File: src/core/one_pin_vsel_pkg.sv
// constants, types and states shared by the one-pin voltage-select receiver
package one_pin_vsel_pkg;

    // ==========================================================
    // clock and timing
    localparam int CLK_PERIOD_NS = 50;
    localparam int STARTUP_TIME_NS = 170000;
    localparam int STARTUP_CYC =
        (STARTUP_TIME_NS + CLK_PERIOD_NS - 1) / CLK_PERIOD_NS;
    localparam int ACK_HOLD_TIME_NS = 520000;
    localparam int ACK_HOLD_CYC = ACK_HOLD_TIME_NS / CLK_PERIOD_NS;
    localparam int TIMEOUT_TIME_NS = 520000;
    localparam int TIMEOUT_CYC = TIMEOUT_TIME_NS / CLK_PERIOD_NS;
    localparam int ACK_VALID_TIME_NS = 2000;
    localparam int ACK_VALID_CYC =
        (ACK_VALID_TIME_NS / CLK_PERIOD_NS < 1) ? 1 :
        ACK_VALID_TIME_NS / CLK_PERIOD_NS;

    // ==========================================================
    // frame layout
    localparam int CNT_W = 16;
    localparam int FRAME_BITS = 16;
    localparam logic [4:0] BYTE_END_IDX = 5'h07;
    localparam logic [4:0] FRAME_END_IDX = 5'h0f;
    localparam int ACK_REQ_POS = 7;
    localparam int REG_ADDR_HI_POS = 6;
    localparam int REG_ADDR_LO_POS = 5;
    localparam int CODE_MSB_POS = 4;
    localparam int CODE_W = 5;
    // arbitrary neutral device address
    localparam logic [7:0] DEV_ADDR_DEFAULT = 8'h5a;

    // ==========================================================
    // register select codes and reset values
    localparam logic [1:0] SEL_CONV1_LOW = 2'h0;
    localparam logic [1:0] SEL_CONV1_HIGH = 2'h1;
    localparam logic [1:0] SEL_CONV2 = 2'h2;
    localparam logic [1:0] SEL_UNUSED = 2'h3;
    localparam logic [4:0] CONV1_LOW_RESET = 5'h00;
    localparam logic [4:0] CONV1_HIGH_RESET = 5'h00;
    localparam logic [4:0] CONV2_RESET = 5'h00;

    typedef struct packed {
        logic [1:0] sel;
        logic [CODE_W-1:0] code;
    } reg_write_t;

    typedef enum logic [2:0] {
        ST_OFF,
        ST_START,
        ST_IDLE,
        ST_LOW,
        ST_HIGH,
        ST_GAP,
        ST_VALID,
        ST_ACK
    } rx_state_t;

endpackage

File: src/core/one_pin_vsel_if.sv
// one-pin pulse-width serial receiver with mode select and voltage registers
`timescale 1ns/1ns
module one_pin_vsel_if
    import one_pin_vsel_pkg::*;
#(
    parameter int TIMEOUT_CYCLES = TIMEOUT_CYC,
    parameter int ACK_HOLD_CYCLES = ACK_HOLD_CYC,
    parameter int ACK_VALID_CYCLES = ACK_VALID_CYC,
    parameter int STARTUP_CYCLES = STARTUP_CYC,
    // arbitrary neutral value
    parameter logic [7:0] DEV_ADDR = DEV_ADDR_DEFAULT
)
(
    input wire logic clk_sys_in,
    input wire logic arst_n_in,
    input wire logic serial_line_in,
    input wire logic conv1_voltage_select_pin_in,
    input wire logic converter_one_enable_in,
    input wire logic converter_two_enable_in,
    input wire logic write_stall_in,
    output logic serial_line_out,
    output logic serial_line_oe_out,
    output logic [CODE_W-1:0] conv1_code_out,
    output logic [CODE_W-1:0] conv2_code_out,
    output logic forced_pwm_out,
    output logic rx_busy_out
);

    // ==========================================================
    // input synchronisers
    logic line_meta_r, line_sync_r, line_prev_r;
    logic sel_meta_r, sel_sync_r;
    logic en_meta_r, en_sync_r;

    always_ff @(posedge clk_sys_in or negedge arst_n_in)
    begin
        if (!arst_n_in)
        begin
            line_meta_r <= 1'b1;
            line_sync_r <= 1'b1;
            line_prev_r <= 1'b1;
            sel_meta_r <= 1'b0;
            sel_sync_r <= 1'b0;
            en_meta_r <= 1'b0;
            en_sync_r <= 1'b0;
        end
        else
        begin
            line_meta_r <= serial_line_in;
            line_sync_r <= line_meta_r;
            line_prev_r <= line_sync_r;
            sel_meta_r <= conv1_voltage_select_pin_in;
            sel_sync_r <= sel_meta_r;
            en_meta_r <= converter_one_enable_in | converter_two_enable_in;
            en_sync_r <= en_meta_r;
        end
    end

    logic fall, rise;
    assign fall = line_prev_r & ~line_sync_r;
    assign rise = ~line_prev_r & line_sync_r;

    // ==========================================================
    // receiver state machine
    rx_state_t state_r, state_nxt;
    logic [CNT_W-1:0] ph_low_r, ph_low_nxt, ph_high_r, ph_high_nxt;
    logic [CNT_W-1:0] line_low_r, line_low_nxt, tmr_r, tmr_nxt;
    logic [4:0] bit_cnt_r, bit_cnt_nxt;
    logic [FRAME_BITS-1:0] shift_r, shift_nxt;
    logic bad_r, bad_nxt, pend_r, pend_nxt, ack_req_r, ack_req_nxt;
    logic pwm_r, pwm_nxt, oe_r, oe_nxt;
    reg_write_t pend_word_r, pend_word_nxt;
    logic is_one, is_zero, timeout_hit, push;
    logic [CNT_W:0] low_dbl, high_dbl;
    logic [FRAME_BITS-1:0] frame;

    always_comb
    begin
        state_nxt = state_r;
        ph_low_nxt = ph_low_r;
        ph_high_nxt = ph_high_r;
        bit_cnt_nxt = bit_cnt_r;
        shift_nxt = shift_r;
        bad_nxt = bad_r;
        tmr_nxt = tmr_r;
        ack_req_nxt = ack_req_r;
        pend_word_nxt = pend_word_r;
        pend_nxt = pend_r & ~push;
        pwm_nxt = pwm_r;
        // saturating count of the current low stretch
        if (line_sync_r)
            line_low_nxt = '0;
        else if (line_low_r != {CNT_W{1'b1}})
            line_low_nxt = line_low_r + 1'b1;
        else
            line_low_nxt = line_low_r;
        timeout_hit = !line_sync_r &&
            (line_low_r >= CNT_W'(TIMEOUT_CYCLES - 1));
        low_dbl = {ph_low_r, 1'b0};
        high_dbl = {ph_high_r, 1'b0};
        is_one = {1'b0, ph_high_r} >= low_dbl;
        is_zero = {1'b0, ph_low_r} >= high_dbl;
        frame = {shift_r[FRAME_BITS-2:0], is_one};
        case (state_r)
            ST_OFF:
            begin
                tmr_nxt = '0;
                state_nxt = ST_START;
            end
            ST_START:
            begin
                tmr_nxt = tmr_r + 1'b1;
                if (tmr_r == CNT_W'(STARTUP_CYCLES - 1))
                    state_nxt = ST_IDLE;
            end
            ST_IDLE:
            begin
                if (fall)
                begin
                    state_nxt = ST_LOW;
                    bit_cnt_nxt = '0;
                    bad_nxt = 1'b0;
                    ph_low_nxt = '0;
                    ph_high_nxt = '0;
                end
            end
            ST_LOW:
            begin
                ph_low_nxt = ph_low_r + {{(CNT_W-1){1'b0}}, ~&ph_low_r};
                if (rise)
                    state_nxt = ST_HIGH;
                // lows past the timeout misframe and are dropped
                else if (timeout_hit)
                    state_nxt = ST_IDLE;
            end
            ST_HIGH:
            begin
                ph_high_nxt = ph_high_r + {{(CNT_W-1){1'b0}}, ~&ph_high_r};
                // period closes at next falling edge
                if (fall)
                begin
                    shift_nxt = frame;
                    bad_nxt = bad_r | ~(is_one | is_zero);
                    bit_cnt_nxt = bit_cnt_r + 1'b1;
                    ph_low_nxt = '0;
                    ph_high_nxt = '0;
                    state_nxt = ST_LOW;
                    if (bit_cnt_r == BYTE_END_IDX)
                        state_nxt = ST_GAP;
                    else if (bit_cnt_r == FRAME_END_IDX)
                    begin
                        state_nxt = ST_VALID;
                        tmr_nxt = '0;
                        // address byte, then request, select, code
                        // only good frames reach the registers
                        pend_nxt = !bad_nxt && frame[15:8] == DEV_ADDR &&
                            frame[REG_ADDR_HI_POS:REG_ADDR_LO_POS] !=
                            SEL_UNUSED;
                        pend_word_nxt.sel =
                            frame[REG_ADDR_HI_POS:REG_ADDR_LO_POS];
                        pend_word_nxt.code = frame[CODE_MSB_POS:0];
                        ack_req_nxt = pend_nxt & frame[ACK_REQ_POS];
                    end
                end
            end
            ST_GAP:
            begin
                // end-of-stream low and start high carry no bit
                if (fall)
                    state_nxt = ST_LOW;
                else if (timeout_hit)
                    state_nxt = ST_IDLE;
            end
            ST_VALID:
            begin
                // validity delay from last falling edge
                tmr_nxt = tmr_r + 1'b1;
                if (tmr_r == CNT_W'(ACK_VALID_CYCLES - 1))
                begin
                    tmr_nxt = '0;
                    // no pull-down on a failed frame
                    if (ack_req_r && !pend_nxt)
                        state_nxt = ST_ACK;
                    else
                        state_nxt = ST_IDLE;
                end
            end
            ST_ACK:
            begin
                tmr_nxt = tmr_r + 1'b1;
                if (tmr_r == CNT_W'(ACK_HOLD_CYCLES - 1))
                    state_nxt = ST_IDLE;
            end
            default:
                state_nxt = ST_OFF;
        endcase
        // receiver runs only while a converter is enabled
        if (!en_sync_r)
            state_nxt = ST_OFF;
        // forced mode on high line and through reception
        if (line_sync_r || state_r == ST_LOW || state_r == ST_HIGH ||
            state_r == ST_GAP)
            pwm_nxt = 1'b1;
        else if (timeout_hit)
            pwm_nxt = 1'b0;
        oe_nxt = (state_nxt == ST_ACK);
    end

    always_ff @(posedge clk_sys_in or negedge arst_n_in)
    begin
        if (!arst_n_in)
        begin
            state_r <= ST_OFF;
            ph_low_r <= '0;
            ph_high_r <= '0;
            line_low_r <= '0;
            tmr_r <= '0;
            bit_cnt_r <= '0;
            shift_r <= '0;
            bad_r <= 1'b0;
            pend_r <= 1'b0;
            pend_word_r <= '0;
            ack_req_r <= 1'b0;
            pwm_r <= 1'b1;
            oe_r <= 1'b0;
        end
        else
        begin
            state_r <= state_nxt;
            ph_low_r <= ph_low_nxt;
            ph_high_r <= ph_high_nxt;
            line_low_r <= line_low_nxt;
            tmr_r <= tmr_nxt;
            bit_cnt_r <= bit_cnt_nxt;
            shift_r <= shift_nxt;
            bad_r <= bad_nxt;
            pend_r <= pend_nxt;
            pend_word_r <= pend_word_nxt;
            ack_req_r <= ack_req_nxt;
            pwm_r <= pwm_nxt;
            oe_r <= oe_nxt;
        end
    end

    // ==========================================================
    // two-entry write buffer; a full buffer withholds the acknowledge
    reg_write_t buf_r [2];
    reg_write_t buf_nxt [2];
    logic wr_ptr_r, wr_ptr_nxt, rd_ptr_r, rd_ptr_nxt;
    logic [1:0] fill_r, fill_nxt;
    logic in_ready, out_valid, pop;

    assign in_ready = fill_r != 2'h2;
    assign out_valid = fill_r != 2'h0;
    assign push = pend_r & in_ready;
    assign pop = out_valid & ~write_stall_in;

    always_comb
    begin
        buf_nxt = buf_r;
        wr_ptr_nxt = wr_ptr_r ^ push;
        rd_ptr_nxt = rd_ptr_r ^ pop;
        fill_nxt = fill_r + {1'b0, push} - {1'b0, pop};
        if (push)
            buf_nxt[wr_ptr_r] = pend_word_r;
    end

    always_ff @(posedge clk_sys_in or negedge arst_n_in)
    begin
        if (!arst_n_in)
        begin
            buf_r[0] <= '0;
            buf_r[1] <= '0;
            wr_ptr_r <= 1'b0;
            rd_ptr_r <= 1'b0;
            fill_r <= 2'h0;
        end
        else
        begin
            buf_r <= buf_nxt;
            wr_ptr_r <= wr_ptr_nxt;
            rd_ptr_r <= rd_ptr_nxt;
            fill_r <= fill_nxt;
        end
    end

    // ==========================================================
    // voltage registers and outputs
    logic [CODE_W-1:0] low_r, low_nxt, high_r, high_nxt, c2_r, c2_nxt;
    logic [CODE_W-1:0] c1_out_r, c1_out_nxt;
    reg_write_t head;

    assign head = buf_r[rd_ptr_r];

    always_comb
    begin
        low_nxt = low_r;
        high_nxt = high_r;
        c2_nxt = c2_r;
        // address decode of the three registers
        if (pop && head.sel == SEL_CONV1_LOW)
            low_nxt = head.code;
        else if (pop && head.sel == SEL_CONV1_HIGH)
            high_nxt = head.code;
        else if (pop && head.sel == SEL_CONV2)
            c2_nxt = head.code;
        // select pin picks converter 1 register
        c1_out_nxt = sel_sync_r ? high_r : low_r;
    end

    // only the reset clears these, never an enable
    always_ff @(posedge clk_sys_in or negedge arst_n_in)
    begin
        if (!arst_n_in)
        begin
            low_r <= CONV1_LOW_RESET;
            high_r <= CONV1_HIGH_RESET;
            c2_r <= CONV2_RESET;
            c1_out_r <= CONV1_LOW_RESET;
        end
        else
        begin
            low_r <= low_nxt;
            high_r <= high_nxt;
            c2_r <= c2_nxt;
            c1_out_r <= c1_out_nxt;
        end
    end

    assign conv1_code_out = c1_out_r;
    assign conv2_code_out = c2_r;
    assign forced_pwm_out = pwm_r;
    assign serial_line_oe_out = oe_r;
    // open drain: only ever pulls low
    assign serial_line_out = 1'b0;
    assign rx_busy_out = pend_r;

    logic [CNT_W-1:0] oe_len_r;
    always_ff @(posedge clk_sys_in or negedge arst_n_in)
    begin
        if (!arst_n_in)
            oe_len_r <= '0;
        else
            oe_len_r <= oe_r ? oe_len_r + 1'b1 : '0;
    end
endmodule

File: config.mk
export PLATFORM = sky130hd
export DESIGN_NAME = one_pin_vsel_if
export DESIGN_NICKNAME = d
export VERILOG_FILES = /design/src/core/one_pin_vsel_pkg.sv /design/src/core/one_pin_vsel_if.sv
export SDC_FILE = /design/constraint.sdc
export NUM_CORES = 1
export LEC_CHECK = 0
export BUFFER_PORTS_ARGS = -buffer_cell sky130_fd_sc_hd__buf_2
export CORE_MARGIN = 2
export CORE_UTILIZATION = 35
export DETAILED_ROUTE_END_ITERATION = 12
export GPL_ROUTABILITY_DRIVEN = 0
export SYNTH_ARGS = -nofsm -noshare
export SYNTH_HDL_FRONTEND = slang
export SYNTH_SLANG_ARGS = --single-unit
File: constraint.sdc
create_clock -name clk_sys_in -period 2.8 [get_ports clk_sys_in]
set_input_delay 0.28 -clock clk_sys_in [delete_from_list [all_inputs] [get_ports clk_sys_in]]
set_output_delay 0.28 -clock clk_sys_in [all_outputs]
set_load 0.005 [all_outputs]
Word level (Yosys, flattened, before mapping) --
Cells that the tools add are included.
Cells by class: $add $sub $neg 7, $lt $le $gt $ge 6, eq/ne operators 24, multiplexer cells 43, bitwise operators 21, reductions and logical operators 36
Operator list (number):
- 16-bit 2-to-1 mux | 8
- 16-bit case mux with 2 select lines | 2
- 16-bit case mux with 4 select lines | 1
- 3-bit 2-to-1 mux | 12
- 16-bit by 17-bit >= comparator with 1-bit output | 2
- 16-bit by 1-bit adder with 16-bit output | 2
- 16-bit by 1-bit adder with 16-bit output, second input constant | 2
- 16-bit AND reduction | 2
- 7-bit 2-to-1 mux | 4
- 3-bit case mux with 8 select lines | 1
- 16-bit by 12-bit == test with 1-bit output, second input constant | 1
- 16-bit by 14-bit == test with 1-bit output, second input constant | 1
- 16-bit by 6-bit == test with 1-bit output, second input constant | 1
- 16-bit by 14-bit >= comparator with 1-bit output, second input constant | 1
- 16-bit inequality test, second input constant | 1
- 3-bit == test, second input constant | 5
- 5-bit 2-to-1 mux | 3
- 14-bit bitwise mux | 1
- 2-bit inequality test, second input constant | 6
- 5-bit case mux with 2 select lines | 1
- 2-bit nonzero test | 5
- 8-bit by 7-bit == test with 1-bit output, second input constant | 1
- 1-bit logical AND | 8
- 1-bit 2-to-1 mux | 8
- 28 further kinds | 58
Storage, ports and cells: register bits 144, logic and storage cells 169

Depth between registers and ports, before layout --
Gate-level depths: netlist of run 1.
depth after elaboration 11, mapped depth 13, gate-level depth less buffers 12

Worst setup path before layout of run 1 --
Ideal clock, no wire load.
path type reg-to-reg, start point reg ph_high_r[10], end point reg ph_high_r[14], arrival 2436 ps, path slack 282 ps, cell stages (with the launch flop) 14, path buffers 1, period minus slack after synthesis 2518 ps, cells stage by stage dfrtp_1 -> inv_1 -> nor2_1 -> nand4_1 -> or4_1 -> ha_1 -> ha_1 -> and3_1 -> clkbuf_1 -> nand3_1 -> nor3_1 -> a31oi_1 -> o21ai_0 -> o21ai_0
Between the ends: cells in the longest elaborated chain, start to end 5
RTL lines:
- from (decl) | RTL line one_pin_vsel_if.sv:66 | logic [CNT_W-1:0] ph_low_r, ph_low_nxt, ph_high_r, ph_high_nxt;
- from (signal assigned) | RTL line one_pin_vsel_if.sv:231 | ph_high_r <= ph_high_nxt;
- 16-bit AND reduction | RTL line one_pin_vsel_if.sv:138 | ph_high_nxt = ph_high_r + {{(CNT_W-1){1'b0}}, ~&ph_high_r};
- 1-bit zero test | RTL line one_pin_vsel_if.sv:138
- 16-bit by 1-bit adder with 16-bit output (*) | RTL line one_pin_vsel_if.sv:138
- 16-bit 2-to-1 mux (*) | RTL line one_pin_vsel_if.sv:140 | if (fall)
- 16-bit case mux with 2 select lines (*) | RTL line one_pin_vsel_if.sv:104 | case (state_r)
Every way passes the cells marked *; elsewhere a longest branch is shown, timed or not. A chain may end at the register's enable or synchronous reset.

Final worst setup path of run 1 --
start point reg ph_low_r[6], end point reg ph_low_r[6]
Between the ends: cells in the longest elaborated chain, start to end 4
RTL lines:
- from (decl) | RTL line one_pin_vsel_if.sv:66
- from (signal assigned) | RTL line one_pin_vsel_if.sv:230 | ph_low_r <= ph_low_nxt;
- 16-bit AND reduction | RTL line one_pin_vsel_if.sv:129 | ph_low_nxt = ph_low_r + {{(CNT_W-1){1'b0}}, ~&ph_low_r};
- 1-bit zero test | RTL line one_pin_vsel_if.sv:129
- 16-bit by 1-bit adder with 16-bit output (*) | RTL line one_pin_vsel_if.sv:129
- 16-bit case mux with 2 select lines (*) | RTL line one_pin_vsel_if.sv:104
Marked as above.

==> results.md, run 1 <==
* #FFs+latches synth at 144
* Ports at 21
* CP arrival at 2.90 ns
* Final hold slack at 0.0460 ns
* Worst setup SP type: flop
* RSZ-0062 raised after global routing: no
* Die Ht at 152 um
* Compound-Gate Fraction of Synth Area at 12.3%
* First-pass GRT wire length at 27700 um
* Antenna-violating nets left at 0
* Final net count at 874
* Final antenna diode count at 0
* Largest family of logic cells by synthesized area: simple AND/OR/NAND/NOR gates
* Routed WL at 16500 um
* Area delta synth->final at 14.9%
* Pwr/cell area at 545 mW/mm^2
* Async SR Flop Fraction at 100%
* Post-Syn Instances at 787
* CTS root buffer: clkbuf_16
* Final period util at 93.6%
* Outcome: complete, no violations
* Setup CP Type: reg -> reg
* Routed length per instance at 14.7 um
* Fin Clk Skew at 0.00999 ns
* Tmin final at 2.62 ns
* Gr ovfl total at 0
* Top FF cell, synth: dfrtp_1
* Clock slew at reported path FFs at 0.06 ns
* FMAX at 381 MHz
* Setup tns final at 0 ns
* Post-synth EDFFs at 0
* Drt pass-1 iters at 4
* Core Util, Final at 40.6%
* P_sw at 0.00116 W
* Clock Power Share at 47.5%
* Reg power frac at 46.4%
* Post-synthesis xor/xnor area fraction at 4.36%
* Syn_nets at 836
* Initial Util at 35.3%
* Share of cells above drive strength 1 at 15.1%
* Core area at 0.0216 mm^2
* HP Class: in -> reg
* Slew @ Worst Pin at 0.648 ns
* GRT Util Overall at 15.2%
* P_leak at 3.96 nW
* Post-synthesis simple-gate area fraction at 21.0%
* CTS HTree Levels at 4
* Clk sink count at 144
* Pint at 0.00362 W
* Routed via count at 5743
* Max VDD drop at 0.396 mV
* Num CTS Buffers at 17
* Mux cell area share after synthesis at 4.19%
* Syn Area/Cell at 9.71 um^2
* Final Max Tran Viols at 0
* Unique masters post-synth at 74
* Register area share after synthesis at 47.2%
* Die W at 152 um
* Row count at 54
* Fin. Hold Viols at 0
* Setup violators final at 0
* Synth warnings at 0
* Post-Synth Adder-Cell Area at 6.88%
* Commonest cells after routing, fill and taps aside: dfrtp_1 (140), nand2_1 (97), nor2_1 (75)
* Initial antenna violation count at 0
* Tot Pwr at 0.00479 W
* DRC at 0
* Logic pwr share at 6.0%
* Switching Share at 24.3%
* Number of global-route vias before repair at 5530
* Max-cap violations at 0
* Vias per inst at 5.14
* Post-DP HPWL at 11600 um
* Clk_lat worst skew at 0.43 ns
* CP Max Fanout at 5
* Most common cell after layout, fill and taps aside: dfrtp_1
* Worst Setup End Kind: flop
* Rel. slew slack at 56.6%
* Worst endpoint required time at 3.08 ns
* Die area at 0.0230 mm^2
* CTS Buffer Depth at 2
* Largest net degree at the start of global routing at 55
* CTS tree: done
* DR iter-0 viols at 264
* Mapped Area at 0.00764 mm^2
* PortBufs at 19
-- logic make-up (layout without fill, tap and decap cells) --
kind of cell / Yosys count / in the layout
fa+ha+maj: 42 / 42
other cells: 1 / 1
buf+inv: 71 / 121
xor+xnor: 38 / 38
simple gates: 316 / 316
flops: 144 / 144
mux: 29 / 29
compound gates: 146 / 146
-- cells in the mapped netlist, drive strengths merged, types with 10 or more instances --
| library cell | count | area (um^2) |
|---|---|---|
| mux2 | 24 | 270 |
| nand3 | 33 | 165 |
| nand2 | 98 | 370 |
| and3 | 12 | 75.1 |
| inv | 42 | 158 |
| buf | 11 | 77.6 |
| xor2 | 11 | 96.3 |
| o21ai | 54 | 270 |
| clkbuf | 18 | 67.6 |
| a21oi | 32 | 160 |
| nor3 | 18 | 95.1 |
| dfrtp | 140 | 3500 |
| ha | 42 | 526 |
| and4 | 10 | 90.1 |
| nor2 | 77 | 292 |
| nand4 | 17 | 106 |
| xnor2 | 27 | 236 |
-- flip-flops by register name, summed over array words and instances, names as in the netlist, 2 cells and up --
register	count
pend_word_r	7
conv2_code_out	5
tmr_r	16
bit_cnt_r	5
high_r	5
conv1_code_out	5
buf_r	14
ph_high_r	16
fill_r	2
ph_low_r	16
line_low_r	16
shift_r	15
state_r	3
low_r	5
-- metrics by stage --
stage | area (um^2) | worst slack [ns] | instances
finish | 8780 | 0.178 | 1117
CTS | 8750 | 0.131 | 1115
global route | 8780 | 0.0187 | 1117
global placement | 8130 | 0.238 | 1081
floorplan | 7640 | 0.282 | 787
detailed placement | 8130 | 0.130 | 1081
-- final cells by class --
| cell class | instances | area (um^2) |
|---|---|---|
| clock inverters | 11 | 130 |
| well taps | 280 | 350 |
| repair buffers | 48 | 327 |
| flip-flops and latches | 144 | 3610 |
| multi-input cells | 572 | 3750 |
| clock buffers | 20 | 457 |
| fillers | 2146 | 12800 |
| inverters | 42 | 158 |
-- repair_timing --
item / in CTS / in global routing
endpoints found under the hold margin: 49 / 0
gates resized for setup: 0 / 4
setup buffers: 0 / 2
hold buffers: 3 / 0
endpoints found under the setup margin: 0 / 7
-- routing by layer --
metal | part of all wire [%] | GRT usage [%] | up-vias
met5 | 0 | 0 | -
met1 | 50 | 21.4 | 2777
li1 | - | - | 2855
met2 | 45 | 23.6 | 96
met3 | 3.6 | 3.80 | 15
met4 | 0.97 | 3.56 | 0
-- worst paths after layout --
path,from,endpoint,slack [ns],cells past startpoint
hold / removal,converter_one_enable_in,en_meta_r,0.05,2
max in group asynchronous,arst_n_in,forced_pwm_out,1.63,3
hold reg to reg,en_meta_r,en_sync_r,0.35,0
min in group asynchronous,arst_n_in,conv2_code_out[4],0.38,2
setup reg to reg,ph_low_r[6],ph_low_r[6],0.18,11
setup / recovery,ph_low_r[6],ph_low_r[6],0.18,11
-- worst max-delay path, stage by stage (launching register included) --
cell      delay, ns
dfrtp_1        0.41
and4_4         0.24
and4_1         0.21
nand3_1        0.09
or4_1          0.54
ha_2           0.20
ha_1           0.19
inv_1          0.07
a2111o_1       0.21
buf_4          0.15
xnor2_1        0.10
nor2_1         0.05
-- power groups by stage --
stage | Combinational, W | Clock (W) | Sequential, W
6_report | 0.000288 | 0.00228 | 0.00222
5_1_grt | 0.000330 | 0.00241 | 0.00223
4_1_cts | 0.000296 | 0.00231 | 0.00222
3_5_place_dp | 0.000292 | 0 | 0.00226
3_3_place_gp | 0.000286 | 0 | 0.00226
2_1_floorplan | 0.000221 | 0 | 0.00222
Power figures use the tool's default switching activity.
==> inputs of run 2 (changes only) <==
==> constraint.sdc (replaced) <==
create_clock -name clk_sys_in -period 2.2 [get_ports clk_sys_in]
set_input_delay 0.22 -clock clk_sys_in [delete_from_list [all_inputs] [get_ports clk_sys_in]]
set_output_delay 0.22 -clock clk_sys_in [all_outputs]
set_load 0.005 [all_outputs]
==> run 2 against run 1 <==
Effect of this change:
- the flow now finishes with violations (setup timing)
- final area is 8.2% higher
- non-clock buffer count is 60 higher
- utilization up 3.3 points
- fmax grew 10%
- sequential share of layout area shrank 3.1 points
- register-to-register slack worse by 0.35 ns
- global-route usage increased by 0.20 points
- flip-flop and latch count unchanged
- critical endpoint unchanged
==> results.md, run 2 (synthesis gave the netlist of run 1 again) <==
* Most common cell after layout, fill and taps aside: dfrtp_1 (unchanged)
* Die W at 152 um (unchanged)
* RSZ-0062 raised after global routing: yes (was no)
* Commonest cells after routing, fill and taps aside: dfrtp_1 (139), nand2_1 (96), buf_4 (82) (was dfrtp_1 (140), nand2_1 (97), nor2_1 (75))
* Num CTS Buffers at 17 (unchanged)
* Initial antenna violation count at 0 (unchanged)
* Max-cap violations at 0 (unchanged)
* Clock slew at reported path FFs at 0.07 ns (was 0.06 ns)
* Setup CP Type: reg -> reg (unchanged)
* HP Class: in -> reg (unchanged)
* First-pass GRT wire length at 28200 um (was 27700 um)
* PnR worst setup slack at -0.174 ns (was 0.178 ns)
* Final hold slack at 0.107 ns (was 0.0460 ns)
* Gr ovfl total at 0 (unchanged)
* Final antenna diode count at 0 (unchanged)
* DR iter-0 viols at 355 (was 264)
* Slew @ Worst Pin at 0.522 ns (was 0.648 ns)
* Fin. Hold Viols at 0 (unchanged)
* Worst Setup End Kind: flop (unchanged)
* Initial Util at 35.3% (unchanged)
* Die area at 0.0230 mm^2 (unchanged)
* P_leak at 4.31 nW (was 3.96 nW)
* Vias per inst at 5.11 (was 5.14)
* Register area at 0.00361 mm^2 (about the same)
* PortBufs at 19 (unchanged)
* Fin Clk Skew at 0.0124 ns (was 0.00999 ns)
* Post-DP HPWL at 11700 um (was 11600 um)
* Worst endpoint required time at 2.52 ns (was 3.08 ns)
* CP arrival at 2.70 ns (was 2.90 ns)
* Pwr/cell area at 647 mW/mm^2 (was 545 mW/mm^2)
* Die Ht at 152 um (unchanged)
* Row count at 54 (unchanged)
* Tot Pwr at 0.00614 W (was 0.00479 W)
* Ports at 21 (unchanged)
* Worst setup SP type: flop (unchanged)
* Largest net degree at the start of global routing at 53 (was 55)
* Antenna-violating nets left at 0 (unchanged)
* Tmin final at 2.37 ns (was 2.62 ns)
* Share of cells above drive strength 1 at 24.2% (was 15.1%)
* Setup violators final at 5 (was 0)
* Max VDD drop at 0.372 mV (was 0.396 mV)
* Multi-input logic area at 0.00396 mm^2 (was 0.00375 mm^2)
* Outcome: finished, violations left (was complete, no violations)
* Final period util at 108% (was 93.6%)
* Drt pass-1 iters at 5 (was 4)
* CTS HTree Levels at 4 (unchanged)
* Clk sink count at 144 (unchanged)
* Area delta synth->final at 24.3% (was 14.9%)
* CP Max Fanout at 6 (was 5)
* Clk_lat worst skew at 0.43 ns (about the same)
* CTS tree: done (unchanged)
* Fill cells at 2094 (was 2146)
* CTS root buffer: clkbuf_16 (unchanged)
* CTS Buffer Depth at 2 (unchanged)
* Flop2flop setup slack at -0.17 ns (was 0.18 ns)
* DRC at 0 (unchanged)
* Rel. slew slack at 65.1% (was 56.6%)
* GRT Util Overall at 15.4% (was 15.2%)
* Core area at 0.0216 mm^2 (unchanged)
* FMAX at 421 MHz (was 381 MHz)
* Final Max Tran Viols at 0 (unchanged)
* Final net count at 934 (was 874)
* Routed length per instance at 14.1 um (was 14.7 um)
* Routed WL at 16600 um (was 16500 um)
* Routed via count at 6014 (was 5743)
* Failing checks: setup timing
* Number of global-route vias before repair at 5798 (was 5530)
[run 2: cell count changes in the layout (fill, tap and decap cells not counted), moves of 4 or more]
| cell | change |
|---|---|
| o21ai_1 | +5 |
| clkinv_8 | +4 |
| inv_1 | -5 |
| nor3_1 | -4 |
| buf_4 | +56 |
| ha_1 | -6 |
| o21ai_0 | -7 |
| inv_2 | +5 |
| ha_4 | +6 |
| inv_8 | +5 |
[run 2: layout make-up]
| type | count | share of cell area [%] |
|---|---|---|
| clock buffers | 17 | 4.48 |
| clock inverters | 15 | 1.90 |
| inverters | 42 | 1.66 |
| multi-input cells | 572 | 41.7 |
| flip-flops and latches | 144 | 38.0 |
| well taps | 280 | 3.69 |
| repair buffers | 108 | 8.50 |
[run 2: per-layer routing]
layer	GRT usage (%)	share of wire (%)	vias to the layer above	wire [um]
li1	-	-	2970	-
met3	3.02	2.7	18	439
met4	5.19	1.5	0	241
met2	23.6	46	70	7620
met5	0	0	-	0
met1	21.9	50	2956	8260
[run 2: metrics by stage]
stage          util (%)  instance area (um^2)  setup TNS (ns)  worst slack, ns  std cells
3_3_place_gp       39.8                  8600          -0.613          -0.0991       1131
5_1_grt            43.9                  9490           -1.92           -0.317       1178
3_5_place_dp       39.8                  8600           -1.15           -0.125       1131
6_report           43.9                  9490          -0.636           -0.174       1178
2_1_floorplan         -                  7720          -0.228          -0.0985        787
4_1_cts            43.1                  9320          -0.413           -0.112       1170
[run 2: timing repair]
item	4_1_cts	5_1_grt
pin swaps	1	15
endpoints found under the hold margin	52	0
buffers inserted	2	8
resized for setup	8	25
hold buffers	5	0
setup endpoints to repair	19	33
cloned	0	0
[run 2: worst paths after layout]
| kind | endpoint | cells past startpoint | from |
|---|---|---|---|
| max in group asynchronous | line_sync_r | 3 | arst_n_in |
| worst min register to register | sel_sync_r | 0 | sel_meta_r |
| worst min-delay path | rd_ptr_r | 3 | write_stall_in |
| min in group asynchronous | tmr_r[14] | 2 | arst_n_in |
| worst max register to register | ph_low_r[6] | 11 | ph_low_r[6] |
| worst max-delay path | ph_low_r[6] | 11 | ph_low_r[6] |
[run 2: power by group]
part | switching [W] | total [W] | internal, W
combinational | 0.000222 | 0.000405 | 0.000183
sequential | 0.0000993 | 0.00282 | 0.00272
clock | 0.00137 | 0.00291 | 0.00154
[run 2: worst max-delay path, cell delays in order (launching register included)]
cell      delay (ns)
dfrtp_1         0.36
and4_1          0.21
and4_1          0.21
nand3_2         0.08
or4_4           0.44
ha_4            0.19
ha_4            0.15
inv_2           0.05
a2111o_1        0.24
buf_4           0.16
xnor2_1         0.10
nor2_1          0.06
==> inputs of run 3 (changes only) <==
--- a/config.mk
+++ b/config.mk
@@ -8,8 +8,10 @@
 export BUFFER_PORTS_ARGS = -buffer_cell sky130_fd_sc_hd__buf_2
 export CORE_MARGIN = 2
 export CORE_UTILIZATION = 35
+export CTS_CLUSTER_SIZE = 12
 export DETAILED_ROUTE_END_ITERATION = 12
 export GPL_ROUTABILITY_DRIVEN = 0
 export SYNTH_ARGS = -nofsm -noshare
 export SYNTH_HDL_FRONTEND = slang
 export SYNTH_SLANG_ARGS = --single-unit
+export TNS_END_PERCENT = 1
==> run 3 against run 2 <==
Effect of this change:
- the run still ends with setup timing left
- die area is the same
- global-route usage shrank 0.25 points
- utilization down 0.68 points
- critical endpoint unchanged
- highest routed layer unchanged
==> results.md, run 3 (synthesis gave the netlist of run 1 again) <==
* Outcome: finished, violations left (unchanged)
* Failing checks: setup timing (unchanged)
* Routed WL at 16400 um (was 16600 um)
* Pwr/cell area at 637 mW/mm^2 (was 647 mW/mm^2)
* Gr ovfl total at 0 (unchanged)
* Fill cells at 2072 (was 2094)
* Setup CP Type: reg -> reg (unchanged)
* Die area at 0.0230 mm^2 (unchanged)
* Slew @ Worst Pin at 0.536 ns (was 0.522 ns)
* Setup tns final at -0.543 ns (was -0.636 ns)
* Final antenna diode count at 0 (unchanged)
* Crit-path most repeated cell: ha_2
* Die Ht at 152 um (unchanged)
* Routed length per instance at 13.9 um (was 14.1 um)
* Commonest cells after routing, fill and taps aside: dfrtp_1 (140), nand2_1 (97), buf_4 (85) (was dfrtp_1 (139), nand2_1 (96), buf_4 (82))
* Die W at 152 um (unchanged)
* CTS HTree Levels at 4 (unchanged)
* CP Max Fanout at 6 (unchanged)
* Register area at 0.00361 mm^2 (about the same)
* Worst setup SP type: flop (unchanged)
* Routed via count at 5971 (was 6014)
* Rel. slew slack at 64.2% (was 65.1%)
* Worst Setup End Kind: flop (unchanged)
* DR iter-0 viols at 320 (was 355)
* GRT Util Overall at 15.1% (was 15.4%)
* Drt pass-1 iters at 6 (was 5)
* RSZ-0062 raised after global routing: yes (unchanged)
* PnR worst setup slack at -0.146 ns (was -0.174 ns)
* Core area at 0.0216 mm^2 (unchanged)
* Row count at 54 (unchanged)
* Antenna-violating nets left at 0 (unchanged)
* Post-DP HPWL at 11800 um (was 11700 um)
* Number of global-route vias before repair at 5697 (was 5798)
* CP top delay family: simple AND/OR/NAND/NOR gates (unchanged)
* Initial antenna violation count at 0 (unchanged)
* CP arrival at 2.66 ns (was 2.70 ns)
* Final Max Tran Viols at 0 (unchanged)
* Setup violators final at 6 (was 5)
* Fin. Hold Viols at 0 (unchanged)
* Clock slew at reported path FFs at 0.06 ns (was 0.07 ns)
* Worst endpoint required time at 2.51 ns (was 2.52 ns)
* Core Util, Final at 43.2% (was 43.9%)
* Tot Pwr at 0.00596 W (was 0.00614 W)
* Initial Util at 35.3% (unchanged)
* Tmin final at 2.35 ns (was 2.37 ns)
* Slowest stage delay, CP at 0.41 ns (was 0.44 ns)
* Fin Clk Skew at 0.0132 ns (was 0.0124 ns)
* First-pass GRT wire length at 27800 um (was 28200 um)
* Final period util at 107% (was 108%)
* Cell Chain, Critical Path: and4_4 > and4_1 > nand3_1 > or4_1 > ha_2 > ha_2 > inv_2 > a2111o_1 > buf_4 > xnor2_1 > nor2_1 (was and4_1 > and4_1 > nand3_2 > or4_4 > ha_4 > ha_4 > inv_2 > a2111o_1 > buf_4 > xnor2_1 > nor2_1)
* Max VDD drop at 0.468 mV (was 0.372 mV)
* Ports at 21 (unchanged)
* PortBufs at 19 (unchanged)
* Largest net degree at the start of global routing at 52 (was 53)
* Vias per inst at 5.06 (was 5.11)
* Final net count at 936 (was 934)
* Most common cell after layout, fill and taps aside: dfrtp_1 (unchanged)
* Max-cap violations at 0 (unchanged)
* Clk sink count at 144 (unchanged)
* Share of cells above drive strength 1 at 23.2% (was 24.2%)
* Area delta synth->final at 22.3% (was 24.3%)
* FMAX at 426 MHz (was 421 MHz)
* Num CTS Buffers at 17 (unchanged)
* P_leak at 4.26 nW (was 4.31 nW)
* HP Class: in -> reg (unchanged)
* CP bufs+invs at 2 (unchanged)
* CTS tree: done (unchanged)
* DRC at 0 (unchanged)
* Clk_lat worst skew at 0.43 ns (about the same)
* Multi-input logic area at 0.00387 mm^2 (was 0.00396 mm^2)
* Critical Path Slowest Stage Cell: or4_1 (was or4_4)
* CTS Buffer Depth at 2 (unchanged)
* CTS root buffer: clkbuf_16 (unchanged)
-- run 3: changes by cell type in the layout (fill, tap and decap cells not counted), sizes merged --
cell	change
buf	+2
clkinv	-1
clkinvlp	+1
-- run 3: per-layer routing --
metal  share of wire [%]  wire (um)  vias to the layer above  global-route usage (%)
met5                   0          0                        -                       0
met4                 1.3        206                        0                    4.63
met3                 3.3        538                       15                    3.08
met2                  45       7390                       83                    23.3
met1                  50       8220                     2886                    21.5
li1                    -          -                     2987                       -
-- run 3: cell type report --
cell class | count | area share (%)
Multi-Input combinational cell | 572 | 41.4
Sequential cell | 144 | 38.6
Timing Repair Buffer | 110 | 8.66
Clock buffer | 17 | 4.55
Tap cell | 280 | 3.75
Inverter | 42 | 1.69
Clock inverter | 15 | 1.31
-- run 3: timing repair --
| item | CTS | global route |
|---|---|---|
| endpoints found under the setup margin | 23 | 39 |
| pin swaps | 2 | 5 |
| resized for setup | 11 | 14 |
| hold buffers | 5 | 0 |
| setup buffers | 1 | 1 |
| endpoints found under the hold margin | 49 | 0 |
-- run 3: through the flow --
step	cell area (um^2)	hold slack (ns)	worst slack, ns	instances
6_report	9350	0.114	-0.146	1180
3_5_place_dp	8640	0.197	-0.140	1141
4_1_cts	9290	0.102	-0.116	1179
5_1_grt	9350	0.134	-0.343	1180
2_1_floorplan	7690	-0.0756	-0.100	787
3_3_place_gp	8640	0.200	-0.124	1141
-- run 3: path summary, 6_finish.rpt --
check,cells past startpoint,to,slack (ns),from
worst max-delay path,11,ph_low_r[6],-0.15,ph_low_r[9]
worst min-delay path,3,rd_ptr_r,0.11,write_stall_in
worst max register to register,11,ph_low_r[6],-0.15,ph_low_r[9]
worst min register to register,0,en_sync_r,0.35,en_meta_r
max in group asynchronous,3,pend_word_r[6],1.25,arst_n_in
min in group asynchronous,2,conv1_code_out[4],0.30,arst_n_in
-- run 3: power breakdown --
group / switching [W] / total (W) / internal (W)
Clock: 0.00125 / 0.00272 / 0.00148
Sequential: 0.0000995 / 0.00282 / 0.00273
Combinational: 0.000222 / 0.000411 / 0.000189
Total: 0.00157 / 0.00596 / 0.00439
-- run 3: tightest hold or removal path, delay by kind of cell --
family	cells	cell delay [ns]
xor+xnor	1	0.06
buf+inv	1	0.08
simple gates	1	0.13
